### config.mk
export PLATFORM = sky130hd
export DESIGN_NAME = adc_retrig_dma_sync
export DESIGN_NICKNAME = d
export VERILOG_FILES = /design/src/rtl/adc_sync_pkg.sv /design/src/rtl/adc_retrig_dma_sync.sv /design/src/rtl/rx_event_select.sv /design/src/rtl/rx_read_tracker.sv
export SDC_FILE = /design/constraint.sdc
export NUM_CORES = 1
export LEC_CHECK = 0
export BUFFER_PORTS_ARGS = -buffer_cell sky130_fd_sc_hd__buf_2
export CAP_MARGIN = 20
export CORE_AREA = 3 3 85 87
export DETAILED_ROUTE_END_ITERATION = 8
export DIE_AREA = 0 0 88 90
export PLACE_DENSITY = 0.8
export SYNTH_ARGS = -nofsm -noshare
export SYNTH_HDL_FRONTEND = slang
export SYNTH_SLANG_ARGS = --single-unit
### constraint.sdc
create_clock -name pclk -period 6.56 [get_ports pclk]
set_clock_uncertainty 0.2 [all_clocks]
set_input_delay 1.312 -clock pclk [delete_from_list [all_inputs] [get_ports pclk]]
set_output_delay 1.312 -clock pclk [all_outputs]
set_load 0.02 [all_outputs]
### src/rtl/adc_sync_pkg.sv
// shared constants of the receive dma pacing controller
// assumes a 32-bit apb register port and one clock domain
package adc_sync_pkg;
    // register byte addresses
    localparam logic [7:0] ADDR_ACQ_CONTROL_ONE = 8'h00;
    localparam logic [7:0] ADDR_ACQ_CONTROL_THREE = 8'h04;
    localparam logic [7:0] ADDR_IRQ_SEL_BASE = 8'h08;
    localparam logic [7:0] ADDR_SYNC_STATUS = 8'h18;
    localparam logic [7:0] ADDR_ACQ_ERROR_STATUS = 8'h1c;
    localparam logic [7:0] ADDR_RX_FIFO_ONE_DATA = 8'h20;
    localparam logic [7:0] ADDR_RX_FIFO_TWO_DATA = 8'h24;
    localparam int NUM_IRQ_LINES = 4;

    // acq_control_one fields
    localparam int MODE_LSB = 0;
    localparam int FMT_LSB = 2;
    // acq_control_three fields
    localparam int START_SEL_BIT = 0;
    localparam int STOP_SEL_BIT = 1;
    // acq_error_status field
    localparam int SEQ_ERR_BIT = 0;

    // acquisition mode codes
    localparam logic [1:0] MODE_CONFIG = 2'h0;
    localparam logic [1:0] MODE_SINGLE_RUN = 2'h1;
    localparam logic [1:0] MODE_CONTINUOUS = 2'h2;
    // channel format codes
    localparam logic [1:0] FMT_FIFO_ONE = 2'h0;
    localparam logic [1:0] FMT_FIFO_TWO = 2'h1;
    localparam logic [1:0] FMT_TWO_CHANNEL = 2'h2;
    localparam logic [1:0] FMT_UNUSED = 2'h3;
    // host irq line selector codes
    localparam logic [1:0] IRQ_SEL_OFF = 2'h0;
    localparam logic [1:0] IRQ_SEL_POS = 2'h1;
    localparam logic [1:0] IRQ_SEL_NEG = 2'h2;

    // reset values
    localparam logic [3:0] RST_CONTROL_ONE = 4'h0;
    localparam logic [1:0] RST_CONTROL_THREE = 2'h0;
    localparam logic [1:0] RST_IRQ_SEL = 2'h0;

    typedef enum logic [3:0] {
        S_IDLE = 4'h1,
        S_HUNT = 4'h2,
        S_WAIT = 4'h4,
        S_GAP = 4'h8
    } sync_state_t;

    // flags of fifo two are used only for the single-channel fifo two format
    function automatic logic uses_fifo_two(input logic [1:0] fmt);
        return fmt == FMT_FIFO_TWO;
    endfunction
endpackage

### src/rtl/adc_retrig_dma_sync.sv
// receive dma pacing controller with apb registers and four host irq lines
// assumes fifo flags and data are synchronous to pclk; host reads fifo data over apb
//
// Summary of operation
// - active only in single-run or continuous mode
// - entering acquisition mode starts hunting for start
// - start event is full or almost-full
// - two-channel takes events from fifo one
// - stop event is empty or almost-empty
// - transfer ends on stop or sequence error
// - repeat sync events during the transfer
// - sync active while awaiting host reads
// - retrigger sync after required reads complete
// - retrigger until stop event seen
// - decode host reads of fifo data
// - sync routable to any of four lines
// - positive polarity drives line low
// - flag error on bad two-channel sequence
// - format ten selects two-channel operation
//
// Local design decisions: the APB slave port and the register offsets.
`timescale 1ns/1ns
module adc_retrig_dma_sync (
    input wire logic pclk,
    input wire logic presetn,
    input wire logic psel,
    input wire logic penable,
    input wire logic pwrite,
    input wire logic [7:0] paddr,
    input wire logic [31:0] pwdata,
    output logic [31:0] prdata,
    output logic pready,
    output logic pslverr,
    input wire logic one_full,
    input wire logic one_almost_full,
    input wire logic one_empty,
    input wire logic one_almost_empty,
    input wire logic two_full,
    input wire logic two_almost_full,
    input wire logic two_empty,
    input wire logic two_almost_empty,
    input wire logic [31:0] rx_fifo_one_rdata,
    input wire logic [31:0] rx_fifo_two_rdata,
    output logic rx_fifo_one_pop,
    output logic rx_fifo_two_pop,
    output logic [3:0] host_irq_n
);
    logic [3:0] ctrl_one_q;
    logic [1:0] ctrl_three_q;
    logic [1:0] irq_sel_q [adc_sync_pkg::NUM_IRQ_LINES];
    logic seq_err_q;
    logic [31:0] prdata_q;
    logic pready_q;
    logic pslverr_q;
    logic pop_one_q;
    logic pop_two_q;
    logic [3:0] irq_n_q;
    adc_sync_pkg::sync_state_t st_q;
    adc_sync_pkg::sync_state_t st_d;

    logic [1:0] mode;
    logic [1:0] fmt;
    logic acq_on;
    logic take;
    logic wr_take;
    logic rd_take;
    logic map_hit;
    logic rd_one_hit;
    logic rd_two_hit;
    logic start_evt;
    logic stop_evt;
    logic reads_done;
    logic dup_read;
    logic sync_d;
    logic [31:0] rdata_d;
    logic [7:0] sel_off;

    assign mode = ctrl_one_q[adc_sync_pkg::MODE_LSB +: 2];
    assign fmt = ctrl_one_q[adc_sync_pkg::FMT_LSB +: 2];

    assign acq_on = ((mode == adc_sync_pkg::MODE_SINGLE_RUN)
        || (mode == adc_sync_pkg::MODE_CONTINUOUS))
        && (fmt != adc_sync_pkg::FMT_UNUSED);

    // one wait state: the access is taken on the edge before the one where pready is seen high
    assign take = psel & penable & ~pready_q;
    assign wr_take = take & pwrite;
    assign rd_take = take & ~pwrite;
    assign rd_one_hit = rd_take && (paddr == adc_sync_pkg::ADDR_RX_FIFO_ONE_DATA);
    assign rd_two_hit = rd_take && (paddr == adc_sync_pkg::ADDR_RX_FIFO_TWO_DATA);
    // selector window: wraps below the base, so low addresses never match
    assign sel_off = paddr - adc_sync_pkg::ADDR_IRQ_SEL_BASE;

    always_comb begin
        map_hit = 1'b1;
        rdata_d = 32'h0;
        case (paddr)
            adc_sync_pkg::ADDR_ACQ_CONTROL_ONE: rdata_d[3:0] = ctrl_one_q;
            adc_sync_pkg::ADDR_ACQ_CONTROL_THREE: rdata_d[1:0] = ctrl_three_q;
            adc_sync_pkg::ADDR_SYNC_STATUS: rdata_d[3:0] = st_q;
            adc_sync_pkg::ADDR_ACQ_ERROR_STATUS: rdata_d[adc_sync_pkg::SEQ_ERR_BIT] = seq_err_q;
            adc_sync_pkg::ADDR_RX_FIFO_ONE_DATA: begin
                rdata_d = rx_fifo_one_rdata;
                map_hit = ~pwrite;
            end
            adc_sync_pkg::ADDR_RX_FIFO_TWO_DATA: begin
                rdata_d = rx_fifo_two_rdata;
                map_hit = ~pwrite;
            end
            default: begin
                if (sel_off < 8'(4 * adc_sync_pkg::NUM_IRQ_LINES)
                    && sel_off[1:0] == 2'h0) begin
                    rdata_d[1:0] = irq_sel_q[sel_off[3:2]];
                end else begin
                    map_hit = 1'b0;
                end
            end
        endcase
    end

    always_ff @(posedge pclk or negedge presetn) begin
        if (!presetn) begin
            pready_q <= 1'b0;
            pslverr_q <= 1'b0;
            prdata_q <= 32'h0;
        end else begin
            pready_q <= take;
            pslverr_q <= take & ~map_hit;
            if (rd_take) begin
                prdata_q <= map_hit ? rdata_d : 32'h0;
            end
        end
    end

    // pops line up with the edge at which the read completes
    always_ff @(posedge pclk or negedge presetn) begin
        if (!presetn) begin
            pop_one_q <= 1'b0;
            pop_two_q <= 1'b0;
        end else begin
            pop_one_q <= rd_one_hit;
            pop_two_q <= rd_two_hit;
        end
    end

    always_ff @(posedge pclk or negedge presetn) begin
        if (!presetn) begin
            ctrl_one_q <= adc_sync_pkg::RST_CONTROL_ONE;
            ctrl_three_q <= adc_sync_pkg::RST_CONTROL_THREE;
        end else if (wr_take) begin
            if (paddr == adc_sync_pkg::ADDR_ACQ_CONTROL_ONE) begin
                ctrl_one_q <= pwdata[3:0];
            end
            if (paddr == adc_sync_pkg::ADDR_ACQ_CONTROL_THREE) begin
                ctrl_three_q <= pwdata[1:0];
            end
        end
    end

    for (genvar i = 0; i < adc_sync_pkg::NUM_IRQ_LINES; i++) begin : g_line
        localparam logic [7:0] LINE_ADDR = adc_sync_pkg::ADDR_IRQ_SEL_BASE + 8'(4 * i);
        always_ff @(posedge pclk or negedge presetn) begin
            if (!presetn) begin
                irq_sel_q[i] <= adc_sync_pkg::RST_IRQ_SEL;
            end else if (wr_take && paddr == LINE_ADDR) begin
                irq_sel_q[i] <= pwdata[1:0];
            end
        end
        always_ff @(posedge pclk or negedge presetn) begin
            if (!presetn) begin
                irq_n_q[i] <= 1'b1;
            end else begin
                case (irq_sel_q[i])
                    adc_sync_pkg::IRQ_SEL_POS: irq_n_q[i] <= ~sync_d;
                    adc_sync_pkg::IRQ_SEL_NEG: irq_n_q[i] <= sync_d;
                    default: irq_n_q[i] <= 1'b1;
                endcase
            end
        end
    end

    rx_event_select u_events (
        .fmt(fmt),
        .start_sel(ctrl_three_q[adc_sync_pkg::START_SEL_BIT]),
        .stop_sel(ctrl_three_q[adc_sync_pkg::STOP_SEL_BIT]),
        .one_full(one_full),
        .one_almost_full(one_almost_full),
        .one_empty(one_empty),
        .one_almost_empty(one_almost_empty),
        .two_full(two_full),
        .two_almost_full(two_almost_full),
        .two_empty(two_empty),
        .two_almost_empty(two_almost_empty),
        .start_evt(start_evt),
        .stop_evt(stop_evt)
    );

    // tracker is cleared whenever no synchronisation cycle is open
    rx_read_tracker u_reads (
        .pclk(pclk),
        .presetn(presetn),
        .fmt(fmt),
        .clear(st_q != adc_sync_pkg::S_WAIT),
        .rd_one(pop_one_q),
        .rd_two(pop_two_q),
        .done(reads_done),
        .dup(dup_read)
    );

    // sticky sequence error, set wins over clear
    always_ff @(posedge pclk or negedge presetn) begin
        if (!presetn) begin
            seq_err_q <= 1'b0;
        end else if (dup_read && st_q == adc_sync_pkg::S_WAIT) begin
            seq_err_q <= 1'b1;
        end else if (mode == adc_sync_pkg::MODE_CONFIG) begin
            seq_err_q <= 1'b0;
        end else if (wr_take && paddr == adc_sync_pkg::ADDR_ACQ_ERROR_STATUS
            && pwdata[adc_sync_pkg::SEQ_ERR_BIT]) begin
            seq_err_q <= 1'b0;
        end
    end

    always_comb begin
        st_d = st_q;
        case (st_q)
            adc_sync_pkg::S_IDLE: begin
                if (acq_on) st_d = adc_sync_pkg::S_HUNT;
            end
            adc_sync_pkg::S_HUNT: begin
                if (start_evt) st_d = adc_sync_pkg::S_WAIT;
            end
            adc_sync_pkg::S_WAIT: begin
                if (stop_evt || (dup_read && fmt == adc_sync_pkg::FMT_TWO_CHANNEL)) begin
                    st_d = adc_sync_pkg::S_HUNT;
                end else if (reads_done) begin
                    st_d = adc_sync_pkg::S_GAP;
                end
            end
            adc_sync_pkg::S_GAP: begin
                st_d = stop_evt ? adc_sync_pkg::S_HUNT : adc_sync_pkg::S_WAIT;
            end
            default: st_d = adc_sync_pkg::S_IDLE;
        endcase
        if (!acq_on) st_d = adc_sync_pkg::S_IDLE;
    end

    always_ff @(posedge pclk or negedge presetn) begin
        if (!presetn) begin
            st_q <= adc_sync_pkg::S_IDLE;
        end else begin
            st_q <= st_d;
        end
    end

    assign sync_d = (st_d == adc_sync_pkg::S_WAIT);

    assign prdata = prdata_q;
    assign pready = pready_q;
    assign pslverr = pslverr_q;
    assign rx_fifo_one_pop = pop_one_q;
    assign rx_fifo_two_pop = pop_two_q;
    assign host_irq_n = irq_n_q;
endmodule

### src/rtl/rx_event_select.sv
// picks the start and stop events from the receive fifo flags
// assumes the flags are synchronous, active-high levels
`timescale 1ns/1ns
module rx_event_select (
    input wire logic [1:0] fmt,
    input wire logic start_sel,
    input wire logic stop_sel,
    input wire logic one_full,
    input wire logic one_almost_full,
    input wire logic one_empty,
    input wire logic one_almost_empty,
    input wire logic two_full,
    input wire logic two_almost_full,
    input wire logic two_empty,
    input wire logic two_almost_empty,
    output logic start_evt,
    output logic stop_evt
);
    logic full_pick;
    logic empty_pick;
    logic afull_pick;
    logic aempty_pick;

    always_comb begin
        full_pick = adc_sync_pkg::uses_fifo_two(fmt) ? two_full : one_full;
        afull_pick = adc_sync_pkg::uses_fifo_two(fmt) ? two_almost_full : one_almost_full;
        empty_pick = adc_sync_pkg::uses_fifo_two(fmt) ? two_empty : one_empty;
        aempty_pick = adc_sync_pkg::uses_fifo_two(fmt) ? two_almost_empty : one_almost_empty;
    end

    assign start_evt = start_sel ? afull_pick : full_pick;
    assign stop_evt = stop_sel ? aempty_pick : empty_pick;
endmodule

### src/rtl/rx_read_tracker.sv
// counts host data reads within one synchronisation cycle
// assumes read strobes are one-cycle pulses from the register port
`timescale 1ns/1ns
module rx_read_tracker (
    input wire logic pclk,
    input wire logic presetn,
    input wire logic [1:0] fmt,
    input wire logic clear,
    input wire logic rd_one,
    input wire logic rd_two,
    output logic done,
    output logic dup
);
    logic got_one_q;
    logic got_two_q;

    always_ff @(posedge pclk or negedge presetn) begin
        if (!presetn) begin
            got_one_q <= 1'b0;
            got_two_q <= 1'b0;
        end else if (clear) begin
            got_one_q <= 1'b0;
            got_two_q <= 1'b0;
        end else begin
            got_one_q <= got_one_q | rd_one;
            got_two_q <= got_two_q | rd_two;
        end
    end

    always_comb begin
        case (fmt)
            adc_sync_pkg::FMT_FIFO_ONE: done = got_one_q;
            adc_sync_pkg::FMT_FIFO_TWO: done = got_two_q;
            adc_sync_pkg::FMT_TWO_CHANNEL: done = got_one_q & got_two_q;
            default: done = 1'b0;
        endcase
    end

    assign dup = (fmt == adc_sync_pkg::FMT_TWO_CHANNEL)
        & ((rd_one & got_one_q) | (rd_two & got_two_q));
endmodule

* Yosys cells after proc, flatten, opt, wreduce, memory -nomap -nowiden *
Cells that the tools add are included.

storage, ports and cells
  register bits = 61
  bits of input ports = 117
  output and inout bits = 40
  logic and storage cells = 123

operators by class
  add/subtract/negate cells = 1
  magnitude comparators = 2
  equal/unequal tests = 28
  muxes and demuxes = 33
  bitwise gates (word level) = 17
  reductions and logical operators = 23

operator list
  operator                                             count
  case mux 28 bit (2 select lines)                     1
  == test 8 x 5 -> 1 bit (second input constant)       4
  two-way mux 32 bit                                   1
  == test 8 x 4 -> 1 bit (second input constant)       2
  == test 8 x 6 -> 1 bit (second input constant)       2
  two-way mux 4 bit                                    4
  case mux 4 bit (4 select lines)                      1
  == test 2 x 1 -> 1 bit (second input constant)       6
  == test 2 bit (second input constant)                6
  logical AND 1 bit                                    12
  two-way mux 1 bit                                    12
  case mux 1 bit (6 select lines)                      2
  case mux 1 bit (2 select lines)                      5
  bitwise AND 1 bit                                    9
  == test 4 x 3 -> 1 bit (second input constant)       2
  == test 8 x 3 -> 1 bit (second input constant)       1
  logical NOT 8 bit                                    1
  < comparator 8 x 5 -> 1 bit (second input constant)  1
  case mux 2 bit (4 select lines)                      1
  subtractor 8 x 4 -> 8 bit (second input constant)    1
  logical NOT 2 bit                                    3
  two-way mux 2 bit                                    3
  binary-select mux 2 bit (select 2 bit)               1
  == test 4 x 1 -> 1 bit (second input constant)       1
  15 further kinds                                     22

* Longest topological paths before layout *
Gate-level depths: netlist of the first run.

  depth in word-level cells = 11
  depth in mapped cells = 8
  mapped depth without buffers = 7

* Modules after synthesis *
A second synthesis of the first run with hierarchy kept.

unflattened totals
  cells, all modules = 335
  area, all modules = 3,395.8 µm²

by module, submodules not included
  module               times used  cells each  area an instance (µm²)  seq. area each (µm²)
  adc_retrig_dma_sync  1           321         3,236.9                 1,482.7
  rx_read_tracker      1           11          100.1                   50.0
  rx_event_select      1           3           58.8                    0.0

* Worst setup path before layout of the first run *
Ideal clock, no wire load.

  path kind = input-to-reg
  start = input port paddr[4]
  end = register ctrl_one_q[0]
  setup time = 125 ps
  arrival = 2,745 ps
  data required time = 6,235 ps
  setup slack = 3,490 ps
  stages on the path = 5
  buffers on the path = 1
  cell sequence = buf_2 or4_1 nor3_1 nand2_1 mux2_2

on the way
  word-level cells in the longest chain between the ends = 2

RTL lines
  what                           RTL line                    text
  start, declared                adc_retrig_dma_sync.sv:29   input wire logic [7:0] paddr,
  logical NOT 8 bit              adc_retrig_dma_sync.sv:151  if (paddr == adc_sync_pkg::ADDR_ACQ_CONTROL_ONE) begin
  AND reduction 2 bit (no line)  n/a
  end signal, assigned           adc_retrig_dma_sync.sv:148  ctrl_one_q <= adc_sync_pkg::RST_CONTROL_ONE;
  end signal, assigned           adc_retrig_dma_sync.sv:152  ctrl_one_q <= pwdata[3:0];
  end, declared                  adc_retrig_dma_sync.sv:48   logic [3:0] ctrl_one_q;

Every way passes these cells.
A chain may end at the register's enable or synchronous reset.

* Worst setup path in the final report of the first run *
  start = input port paddr[4]
  end = register ctrl_one_q[2]

The elaborated chain is that of the path after synthesis.

==> metrics.md, run 1 <==
| Metric | Value |
|---|---|
| Status | `complete, no violations` |
| Placed Area | `a little under 4000 um2` |
| Area leader, netlist | `dfrtp_1` |
| Async S/R FF share, synth | `100%` |
| Most frequent cells in the layout | `buf_2 (128), nor2_1 (77), dfrtp_1 (56)` |
| Place WS | `around 2.7 ns` |
| Period utilization | `between 40% and 50%` |
| FF+latch count, synth | `61` |
| Hold Fails Final Rpt | `0` |
| Critical Path RT | `6.57 ns` |
| Storage cell area | `between 1500 and 2000 um2` |
| Post-CTS Setup Bufs | `0` |
| Mux cell area share after synthesis | `10.5%` |
| Nets | `576` |
| Largest family of logic cells by synthesized area | `simple AND/OR/NAND/NOR gates` |
| Cell area after layout | `~4200 um2` |
| Setup violators final | `0` |
| Cell Count Post-Placement | `a little over 500` |
| Worst Setup End Kind | `flip-flop` |
| RSZ-0062 raised after global routing | `false` |
| Max VDD drop | `around 0.15 mV` |
| Drc violations | `0` |
| Max-slew violation count | `0` |
| Hold-fix buffers, CTS | `0` |
| Tmin final | `just over 3 ns` |
| Slowest stage cell, crit path | `or4_1` |
| # H-tree levels | `3` |
| # fillers | `about 560` |
| R2r startpoint | `ctrl_one_q[2]` |
| Initial antenna violation count | `0` |
| Placer Congestion | `0.828` |
| Total CTS buffers | `9` |
| Share of layout cells above drive strength 1 | `39.6%` |
| Area occupied by multi-input gates | `roughly 1600 um2` |
| Register area share after synthesis | `around 47%` |
| P per Cell Area | `approximately 230 nW/um2` |
| I/O pin total | `approximately 160` |
| Vias in the first global route | `2952` |
| Fmax | `about 0.32 GHz` |
| Die height | `90 um` |
| CTS root buffer | `clkbuf_8` |
| Leakage | `roughly 0.0021 uW` |
| Commonest non-fill, non-tap cell in the layout | `buf_2` |
| First-pass GRT wire length | `between 10000 and 15000 um` |
| Netlist cell types | `50` |
| Hold Startpoint | `prdata[3]` |
| Clock Tree Buf Depth | `2` |
| Met2 global-route usage | `between 30 and 40%` |
| Finished Layout Cells | `approximately 530` |
| CP Class | `in2reg` |
| CP cell instances | `buf_2 -> or4_1 -> nor3_1 -> nand2_1 -> mux2_2` |
| Cells after Synth | `321` |
| GRT Total Usage | `between 20 and 25%` |
| Syn-to-layout area delta | `29.6%` |
| PortBufs | `128` |
| Die area | `roughly 7900 um2` |
| Antenna diodes | `0` |
| Most used routing layer | `met2` |
| Slack of the critical path | `between 3 and 4 ns` |
| Share of the synthesized area in the top cell type | `43.3%` |
| Clk sink count | `slightly above 60` |
| Met1 Use GR | `roughly 28%` |
| Top FF cell, synth | `dfrtp_1` |
| Largest net degree at the start of global routing | `between 60 and 70` |
| Die Width | `88 um` |
| Vias | `a little under 3000` |
| Dpl hpwl | `6320 um` |
| Drt initial violations | `roughly 120` |
| CP startpoint kind | `input port` |
| Clk pin slew, worst setup/hold paths | `roughly 0.060 ns` |
| Max-Cap Viols | `0` |
| Vias/cell | `approximately 5.6` |
| Number of synthesized flops with an enable pin | `0` |
| Mean Syn Cell Area | `a little over 10 um2` |
| Area share of fa/ha/maj cells after synthesis | `4.25%` |
| Post-route ant nets | `0` |
| Crit path from | `paddr[4]` |
| Worst-margin pin slew | `about 0.76 ns` |
| Cts repair resizes | `0` |
| Post-synthesis simple-gate area fraction | `between 10% and 20%` |
| Slew HR | `between 40% and 50%` |
| Post-Syn Area | `~3200 um2` |
| Tot Pwr | `approximately 970 uW` |
| Largest stage delay, worst path | `0.56 ns` |
| Synth Net Count | `roughly 450` |
| Core Rows | `29` |
| Total core area | `between 6000 and 7000 um2` |
| Synth Area in Compound Gates | `14.5%` |
| CTS tree | `built` |
| Clk_lat worst skew | `around 0.33 ns` |
| WP data arrival | `between 3 and 4 ns` |
| Worst-path fanout max | `11` |
| GRT met3 Usage | `between 3 and 4%` |
| Gr ovfl total | `0` |
| Avg WL per Cell | `between 15 and 20 um` |
| First-pass DRT Iterations | `4` |
| Ys Warns | `0` |
| XOR/XNOR Fraction of Synth Area | `0.271%` |
| Hold crit path type | `reg2reg` |
| Routed wire length | `around 8600 um` |
| Initial Utilization | `between 50% and 60%` |
| Setup TNS | `0 ns` |
| Ranking of synthesized cells by area | `dfrtp_1 (43%), nor2_1 (9.0%), a221oi_1 (8.4%)` |
[Yosys cell counts, types with 2 or more instances]
library cell / instances
nor2_1: 78
dfrtp_1: 56
a221oi_1: 31
inv_1: 17
mux2_2: 14
nand2_1: 14
ha_1: 11
clkbuf_1: 10
nor3_1: 8
mux2i_1: 7
o21ai_0: 6
buf_2: 5
dfstp_2: 5
mux4_2: 5
and2_1: 4
nand3_1: 4
a22o_1: 3
a32o_1: 3
nand4_1: 3
or3_1: 3
a21o_1: 2
a21oi_1: 2
buf_4: 2
or4_1: 2
[registers in the layout, indices dropped and copies added (netlist names)]
signal and flops:
seq_err_q 1, pready 1, st_q 4, host_irq_n 4
u_reads.got_one_q 1, pslverr 1, u_reads.got_two_q 1, ctrl_one_q 4
prdata 32, ctrl_three_q 2, rx_fifo_two_pop 1, irq_sel_q 8
rx_fifo_one_pop 1
[power breakdown]
| group | internal [uW] | switching (uW) | total [uW] |
|---|---|---|---|
| Sequential | 412 | 17.6 | 429 |
| Combinational | 71.8 | 111 | 183 |
| Clock | 222 | 141 | 363 |
| Total | 705 | 270 | 975 |
[cells by family after synthesis]
logic type               count (synthesis)
AO/OA/AOI/OAI                           57
multiplexers                            26
buffers and inverters                   34
flip-flops                              61
adder cells (fa/ha/maj)                 11
AND/OR/NAND/NOR                        131
XOR/XNOR                                 1
[metal layers]
metal	vias to the layer above	wire, um
met5	-	0
met4	0	114
met3	14	495
met2	104	4490
met1	1437	3470
li1	1418	-
[worst paths after layout]
path                                  to  slack [ns]  cells past startpoint
max                        ctrl_one_q[2]        3.45                      5
min                            prdata[3]        0.29                      2
max reg2reg                host_irq_n[0]        4.11                      5
min reg2reg                    prdata[3]        0.29                      2
max in group asynchronous  ctrl_one_q[0]        4.72                      2
min in group asynchronous   irq_sel_q[2]        0.93                      2
[area by class of cell]
class,instances,area share [%]
Timing Repair Buffer,133,17.1
Clock buffer,11,3.37
Sequential cell,61,36.5
Clock inverter,4,1.73
Tap cell,77,2.30
Multi-Input combinational cell,226,37.4
Inverter,17,1.52
[through the flow]
| step | utilization, % | hold slack, ns |
|---|---|---|
| finish | 65.3 | 0.285 |
| global route | 65.3 | 0.329 |
| CTS | 64.4 | 0.290 |
| detailed placement | 61.1 | 0.276 |
| global placement | 61.1 | 0.261 |
| floorplan | - | 0.289 |
[critical path: cells and delay by family]
family                 cells  cell delay [ns]
buffers and inverters      1             0.16
muxes                      1             0.35
and+or+nand+nor            3             1.29
(Power assumes the default switching activity.)
==> run 2, diff against run 1 <==
--- a/config.mk
+++ b/config.mk
@@ -5,12 +5,13 @@
 export SDC_FILE = /design/constraint.sdc
 export NUM_CORES = 1
 export LEC_CHECK = 0
+export ABC_AREA = 1
 export BUFFER_PORTS_ARGS = -buffer_cell sky130_fd_sc_hd__buf_2
 export CAP_MARGIN = 20
-export CORE_AREA = 3 3 85 87
+export CORE_AREA = 3 3 88 90
 export DETAILED_ROUTE_END_ITERATION = 8
-export DIE_AREA = 0 0 88 90
-export PLACE_DENSITY = 0.8
+export DIE_AREA = 0 0 91 93
+export PLACE_DENSITY = 0.76
 export SYNTH_ARGS = -nofsm -noshare
 export SYNTH_HDL_FRONTEND = slang
 export SYNTH_SLANG_ARGS = --single-unit
==> constraint.sdc (replaced) <==
create_clock -name pclk -period 3 [get_ports pclk]
set_clock_uncertainty 0.2 [all_clocks]
set_input_delay 0.6 -clock pclk [delete_from_list [all_inputs] [get_ports pclk]]
set_output_delay 0.6 -clock pclk [all_outputs]
set_load 0.02 [all_outputs]
==> run 2 against run 1 <==
Compared with the run above:
- non-clock buffer count is 3 lower
- clock power increased by 150%
- die area is 6.9% higher
- combinational power is 20% lower
- critical path depth rose by 4
- global-route usage fell by 0.93 points
- via count is 14% higher
- synthesized cell count rose by 40%
- final cell count is 29% higher
- sequential power grew 95%
- power rose by 93%
- critical endpoint is now prdata[16]
- hold slack got worse by 0.22 ns
==> metrics.md, run 2 <==
| Metric | Value |
|---|---|
| Slew HR | `58.0%` |
| Total core area | `7140 um2` |
| Crit path from | `paddr[1]` |
| CP Class | `in2reg` |
| P per Cell Area | `roughly 440 nW/um2` |
| Tmin final | `between 1.5 and 2 ns` |
| Hold-fix buffers, CTS | `0` |
| Top FF cell, synth | `dfrtp_1` |
| Total CTS buffers | `9` |
| Register area share after synthesis | `46.3%` |
| PortBufs | `roughly 130` |
| Ys Warns | `0` |
| Seq pwr share | `44.4%` |
| Drc violations | `0` |
| Die area | `8460 um2` |
| Vias in the first global route | `between 3000 and 4000` |
| Setup violators final | `0` |
| First-pass GRT wire length | `about 14000 um` |
| Synth Net Count | `about 580` |
| Avg WL per Cell | `12.9 um` |
| R2r endpoint | `host_irq_n[3]` |
| Initial Utilization | `between 40% and 50%` |
| Area leader, netlist | `dfrtp_1` |
| R2r startpoint | `ctrl_one_q[3]` |
| Count leader, synth | `nand2_1` |
| CTS tree | `built` |
| Setup TNS | `0 ns` |
| Clock Tree Buf Depth | `2` |
| P_sw | `between 400 and 500 uW` |
| Max-Cap Viols | `0` |
| Reg2reg setup slack | `approximately 1.2 ns` |
| Hold Fails Final Rpt | `0` |
| Cells after Synth | `448` |
| Nets | `slightly above 700` |
| Leakage | `roughly 0.0024 uW` |
| Clk sink count | `61` |
| Netlist cell types | `30` |
| Status | `complete, no violations` |
| Largest net degree at the start of global routing | `36` |
| Worst-margin pin slew | `0.630 ns` |
| WP data arrival | `around 2 ns` |
| Initial antenna violation count | `0` |
| Die Width | `~90 um` |
| Placer Congestion | `approximately 0.88` |
| RSZ-0062 raised after global routing | `false` |
| Gr ovfl total | `0` |
| Max FFs per register | `32` |
| # H-tree levels | `3` |
| Hold crit path type | `in2async` |
| Fmax | `0.505 GHz` |
| Share of layout cells above drive strength 1 | `~28%` |
| Comb pwr share | `~8%` |
| Most frequent cells in the layout | `nand2_1 (182), buf_2 (128), dfrtp_1 (56)` |
| Worst-path fanout max | `22` |
| FF+latch count, synth | `61` |
| Clk_lat worst skew | `between 0.3 and 0.4 ns` |
| Cts repair resizes | `0` |
| Syn-to-layout area delta | `29.7%` |
| Max VDD drop | `around 0.28 mV` |
| Vias/cell | `roughly 5` |
| Routed wire length | `slightly below 9000 um` |
| Ranking of synthesized cells by area | `dfrtp_1 (42%), nand2_1 (21%), nand3_1 (7.7%)` |
| CTS root buffer | `clkbuf_8` |
| Commonest non-fill, non-tap cell in the layout | `nand2_1` |
| Drt initial violations | `around 200` |
| Critical Path RT | `~3.1 ns` |
| Clk pin slew, worst setup/hold paths | `about 0.080 ns` |
| Async S/R FF share, synth | `100%` |
| Dpl hpwl | `roughly 6800 um` |
| Synth cell count leaders | `nand2_1 (182), dfrtp_1 (56), nand3_1 (51), inv_1 (41), nor2_1 (34)` |
| Post-Syn Area | `around 3300 um2` |
| Sw frac | `between 20% and 30%` |
| Antenna diodes | `0` |
| Die height | `~93 um` |
| Post-route ant nets | `0` |
| Core Rows | `31` |
| GRT Total Usage | `between 20% and 30%` |
| Number of synthesized flops with an enable pin | `0` |
| Post-CTS Setup Bufs | `0` |
| Share of the synthesized area in the top cell type | `between 40% and 50%` |
| P_int | `roughly 1500 uW` |
| Period utilization | `66.0%` |
| CP startpoint kind | `input port` |
| Clock power frac | `approximately 48%` |
| First-pass DRT Iterations | `5` |
| Worst R2R Path Depth | `10` |
| Max-slew violation count | `0` |
| Finished Layout Cells | `roughly 680` |
| Worst Setup End Kind | `flip-flop` |
| Vias | `approximately 3400` |
| I/O pin total | `around 160` |
| Cell Count Post-Placement | `between 600 and 700` |
| Mean Syn Cell Area | `between 7 and 8 um2` |
-- run 2: cell count changes after synthesis, moves of 7 or more --
| cell | change |
|---|---|
| nand2_1 | +168 |
| clkbuf_1 | -7 |
| mux2i_1 | -7 |
| nor2_1 | -44 |
| mux2_2 | -14 |
| o21ai_0 | +13 |
| a221oi_1 | -31 |
| inv_1 | +24 |
| nand3_1 | +47 |
-- run 2: worst max-delay path, stage by stage --
cell and delay, ns:
buf_2 0.11, nor2_2 0.22, nand2_1 0.13, nor2_2 0.25, nand2_1 0.09, inv_1 0.27, buf_12 0.21, nand2_1 0.07
nand3_1 0.09
-- run 2: logic make-up after synthesis --
group	synth area share [%]
xor+xnor	0.265
simple gates	36.0
flops	46.3
buf+inv	7.22
fa+ha+maj	4.16
compound gates	6.01
-- run 2: metrics by stage --
step	total power (uW)	area [um2]	worst slack, ns	hold slack [ns]	util, %
floorplan	902	3310	1.10	0.104	-
global placement	996	4050	0.743	0.242	56.7
detailed placement	999	4050	0.687	0.246	56.7
CTS	1900	4290	1.06	0.0770	60.2
global route	1960	4290	0.848	0.0952	60.2
finish	1880	4290	1.02	0.0628	60.2
-- run 2: area by class of cell --
type                            count  area (um2)
Sequential cell                    61        1530
Fill cell                         702        2840
Clock inverter                      7         121
Inverter                           46         173
Timing Repair Buffer              130         681
Clock buffer                        9         124
Tap cell                           99         124
Multi-Input combinational cell    332        1540
-- run 2: power groups by stage --
| stage | clock, uW | combinational, uW | sequential (uW) |
|---|---|---|---|
| global route | 956 | 169 | 836 |
| floorplan | 0 | 44.8 | 857 |
| CTS | 920 | 149 | 835 |
| global placement | 0 | 146 | 850 |
| finish | 901 | 147 | 835 |
| detailed placement | 0 | 148 | 851 |
-- run 2: how the worst max path moves through the flow --
stage	end	slack, ns	cells past startpoint
2_1_floorplan	prdata[0]	1.10	10
3_3_place_gp	prdata[16]	0.74	9
4_1_cts	prdata[16]	1.06	9
3_5_place_dp	prdata[16]	0.69	9
5_1_grt	prdata[31]	0.85	9
6_report	prdata[16]	1.02	9
-- run 2: metal layers --
| metal | up-vias | GRT usage, % | wire length (um) |
|---|---|---|---|
| met5 | - | 0 | 0 |
| met4 | 0 | 8.17 | 243 |
| met3 | 22 | 4.75 | 649 |
| met2 | 125 | 33.2 | 4070 |
| met1 | 1554 | 28.4 | 3860 |
| li1 | 1691 | - | - |
==> run 3, diff against run 2 <==
--- a/config.mk
+++ b/config.mk
@@ -5,13 +5,13 @@
 export SDC_FILE = /design/constraint.sdc
 export NUM_CORES = 1
 export LEC_CHECK = 0
-export ABC_AREA = 1
+export ABC_AREA = 0
 export BUFFER_PORTS_ARGS = -buffer_cell sky130_fd_sc_hd__buf_2
 export CAP_MARGIN = 20
-export CORE_AREA = 3 3 88 90
+export CORE_AREA = 3 3 92 94
 export DETAILED_ROUTE_END_ITERATION = 8
-export DIE_AREA = 0 0 91 93
-export PLACE_DENSITY = 0.76
+export DIE_AREA = 0 0 95 97
+export PLACE_DENSITY = 0.72
 export SYNTH_ARGS = -nofsm -noshare
 export SYNTH_HDL_FRONTEND = slang
 export SYNTH_SLANG_ARGS = --single-unit
==> constraint.sdc (replaced) <==
create_clock -name pclk -period 1.6 [get_ports pclk]
set_clock_uncertainty 0.2 [all_clocks]
set_input_delay 0.32 -clock pclk [delete_from_list [all_inputs] [get_ports pclk]]
set_output_delay 0.32 -clock pclk [all_outputs]
set_load 0.02 [all_outputs]
==> run 3 against run 2 <==
Compared with the run above:
- the flow now finishes with violations (setup timing)
- die area increased by 8.9%
- wire length rose by 43%
- power up 140%
- first-iteration DRC count is 5.6% lower
- global-route usage grew 6.7 points
- worst setup slack got worse by 1.6 ns
- flip-flop and latch count stayed put
==> metrics.md, run 3 (synthesis results as in run 1) <==
| Metric | Value |
|---|---|
| Status | `finished with violations` |
| Failing checks | `setup timing` |
| Clk pin slew, worst setup/hold paths | `about 0.07 ns` |
| Hold Startpoint | `pwdata[2]` |
| Clk_lat worst skew | `0.35 ns` |
| PortBufs | `~130` |
| CTS root buffer | `clkbuf_8` |
| Storage cell area | `1540 um2` |
| I/O pin total | `approximately 160` |
| Avg WL per Cell | `19.4 um` |
| Total core area | `about 7700 um2` |
| Antenna diodes | `0` |
| P_sw | `1340 uW` |
| Initial antenna violation count | `0` |
| Nets | `670` |
| CP startpoint kind | `flip-flop` |
| Clock Tree Buf Depth | `2` |
| Place WS | `-0.560 ns` |
| RSZ-0062 raised after global routing | `true` |
| Crit path from | `ctrl_one_q[3]` |
| # fillers | `478` |
| Setup violators final | `57` |
| Max FFs per register | `32` |
| Slew HR | `69.6%` |
| CP bufs+invs | `0` |
| Syn-to-layout area delta | `78.7%` |
| Area occupied by multi-input gates | `slightly above 2000 um2` |
| Share of layout cells above drive strength 1 | `between 60 and 70%` |
| Largest net degree at the start of global routing | `62` |
| Total CTS buffers | `9` |
| Hold Fails Final Rpt | `0` |
| P_int | `~3100 uW` |
| Slowest stage cell, crit path | `or4_4` |
| Vias/cell | `approximately 5.5` |
| Fmax | `roughly 0.46 GHz` |
| # H-tree levels | `3` |
| Vias | `approximately 3600` |
| Die height | `~97 um` |
| Drt initial violations | `roughly 190` |
| Worst-margin pin slew | `approximately 0.45 ns` |
| Worst-path fanout max | `5` |
| Crit path max-delay family | `simple AND/OR/NAND/NOR gates` |
| Initial Utilization | `41.9%` |
| P per Cell Area | `774 nW/um2` |
| Die area | `roughly 9200 um2` |
| Post-route ant nets | `0` |
| Core Rows | `32` |
| Hold_ws | `roughly 0.0051 ns` |
| Leakage | `0.00286 uW` |
| Comb pwr share | `21.6%` |
| CP cell instances | `nor2b_4 -> mux4_2 -> or4_4 -> a21oi_4 -> mux2i_1` |
| GRT Total Usage | `27.8%` |
| Die Width | `95 um` |
| Period utilization | `135%` |
| First-pass GRT wire length | `just under 20000 um` |
| Largest stage delay, worst path | `0.45 ns` |
| Max-Cap Viols | `0` |
| Gr ovfl total | `0` |
| Commonest non-fill, non-tap cell in the layout | `buf_2` |
| Critical Path RT | `1.67 ns` |
| Drc violations | `0` |
| WP data arrival | `between 2 and 2.5 ns` |
| Most frequent cells in the layout | `buf_2 (124), nor2_1 (74), buf_4 (59)` |
| Hold crit path type | `in2reg` |
| Vias in the first global route | `approximately 3900` |
| Max-slew violation count | `0` |
| Sw frac | `between 20% and 30%` |
| Dpl hpwl | `7650 um` |
| CTS tree | `built` |
| Clk sink count | `61` |
| CP Class | `reg2reg` |
| Clock power frac | `between 30% and 40%` |
| Slack of the critical path | `-0.560 ns` |
| Tmin final | `2.16 ns` |
| Worst Setup End Kind | `flip-flop` |
| R2r startpoint | `ctrl_one_q[3]` |
| Placer Congestion | `just under 0.9` |
| Max VDD drop | `slightly below 0.6 mV` |
| First-pass DRT Iterations | `5` |
| Routed wire length | `approximately 13000 um` |
| Seq pwr share | `between 30% and 40%` |
==> run 3: cell types whose count changed in the layout (fill, tap and decap cells not counted), moves of 7 or more <==
cell / before / now
o21ai_0: 19 / 2
buf_12: 2 / 11
nor2_1: 34 / 74
buf_6: 0 / 22
mux2_2: 0 / 10
mux2i_1: 0 / 7
a221oi_2: 0 / 29
nand3_1: 51 / 2
nand2_1: 182 / 12
buf_16: 0 / 8
buf_4: 0 / 59
inv_1: 41 / 16
==> run 3: path summary, 6_finish.rpt <==
check                             endpoint  slack (ns)  depth (start not counted)
max in group asynchronous  rx_fifo_one_pop        0.58                          3
min                          ctrl_one_q[2]       0.005                          2
max reg2reg                  host_irq_n[0]       -0.56                          5
min reg2reg                      prdata[2]        0.31                          2
max                          host_irq_n[0]       -0.56                          5
min in group asynchronous    ctrl_one_q[0]        0.31                          3
==> run 3: routing by layer <==
layer / up-vias / wire length, um / part of all wire [%] / track usage, %
met1: 1761 / 4740 / 38 / 31.4
li1: 1622 / - / - / -
met4: 0 / 510 / 4.1 / 12.8
met3: 45 / 631 / 5.0 / 6.53
met2: 159 / 6710 / 53 / 48.4
met5: - / 0 / 0 / 0
==> run 3: power groups by stage <==
| stage | logic [uW] | registers, uW | clock network, uW |
|---|---|---|---|
| finish | 969 | 1770 | 1740 |
| global route | 1050 | 1780 | 1830 |
| CTS | 928 | 1760 | 1750 |
| detailed placement | 872 | 1790 | 0 |
| global placement | 855 | 1780 | 0 |
| floorplan | 250 | 1970 | 0 |
==> run 3: final cells by class <==
type,count,area share [%]
tap,102,2.21
timing repair buffer,227,31.0
clock buffer,9,2.14
clock inverter,7,2.14
multi-input combinational,226,34.8
inverter,17,1.10
sequential,61,26.6
==> run 3: timing repair <==
action,CTS,global route
endpoints found under the setup margin,56,59
pin swaps,47,11
hold buffers,1,0
gates cloned,9,0
hold endpoints to repair,56,0
setup buffers,21,6
gates resized for setup,51,23
==> run 3: through the flow <==
stage               area [um2]  power [uW]  setup TNS [ns]  cells  utilization [%]
finish                    5780        4470          -10.63    649             74.8
CTS                       5660        4440           -7.68    645             73.3
detailed placement        4780        2660          -21.40    600             61.8
global placement          4780        2640          -19.66    600             61.8
global route              5780        4660          -12.83    649             74.8
floorplan                 3590        2220          -11.84    321                -
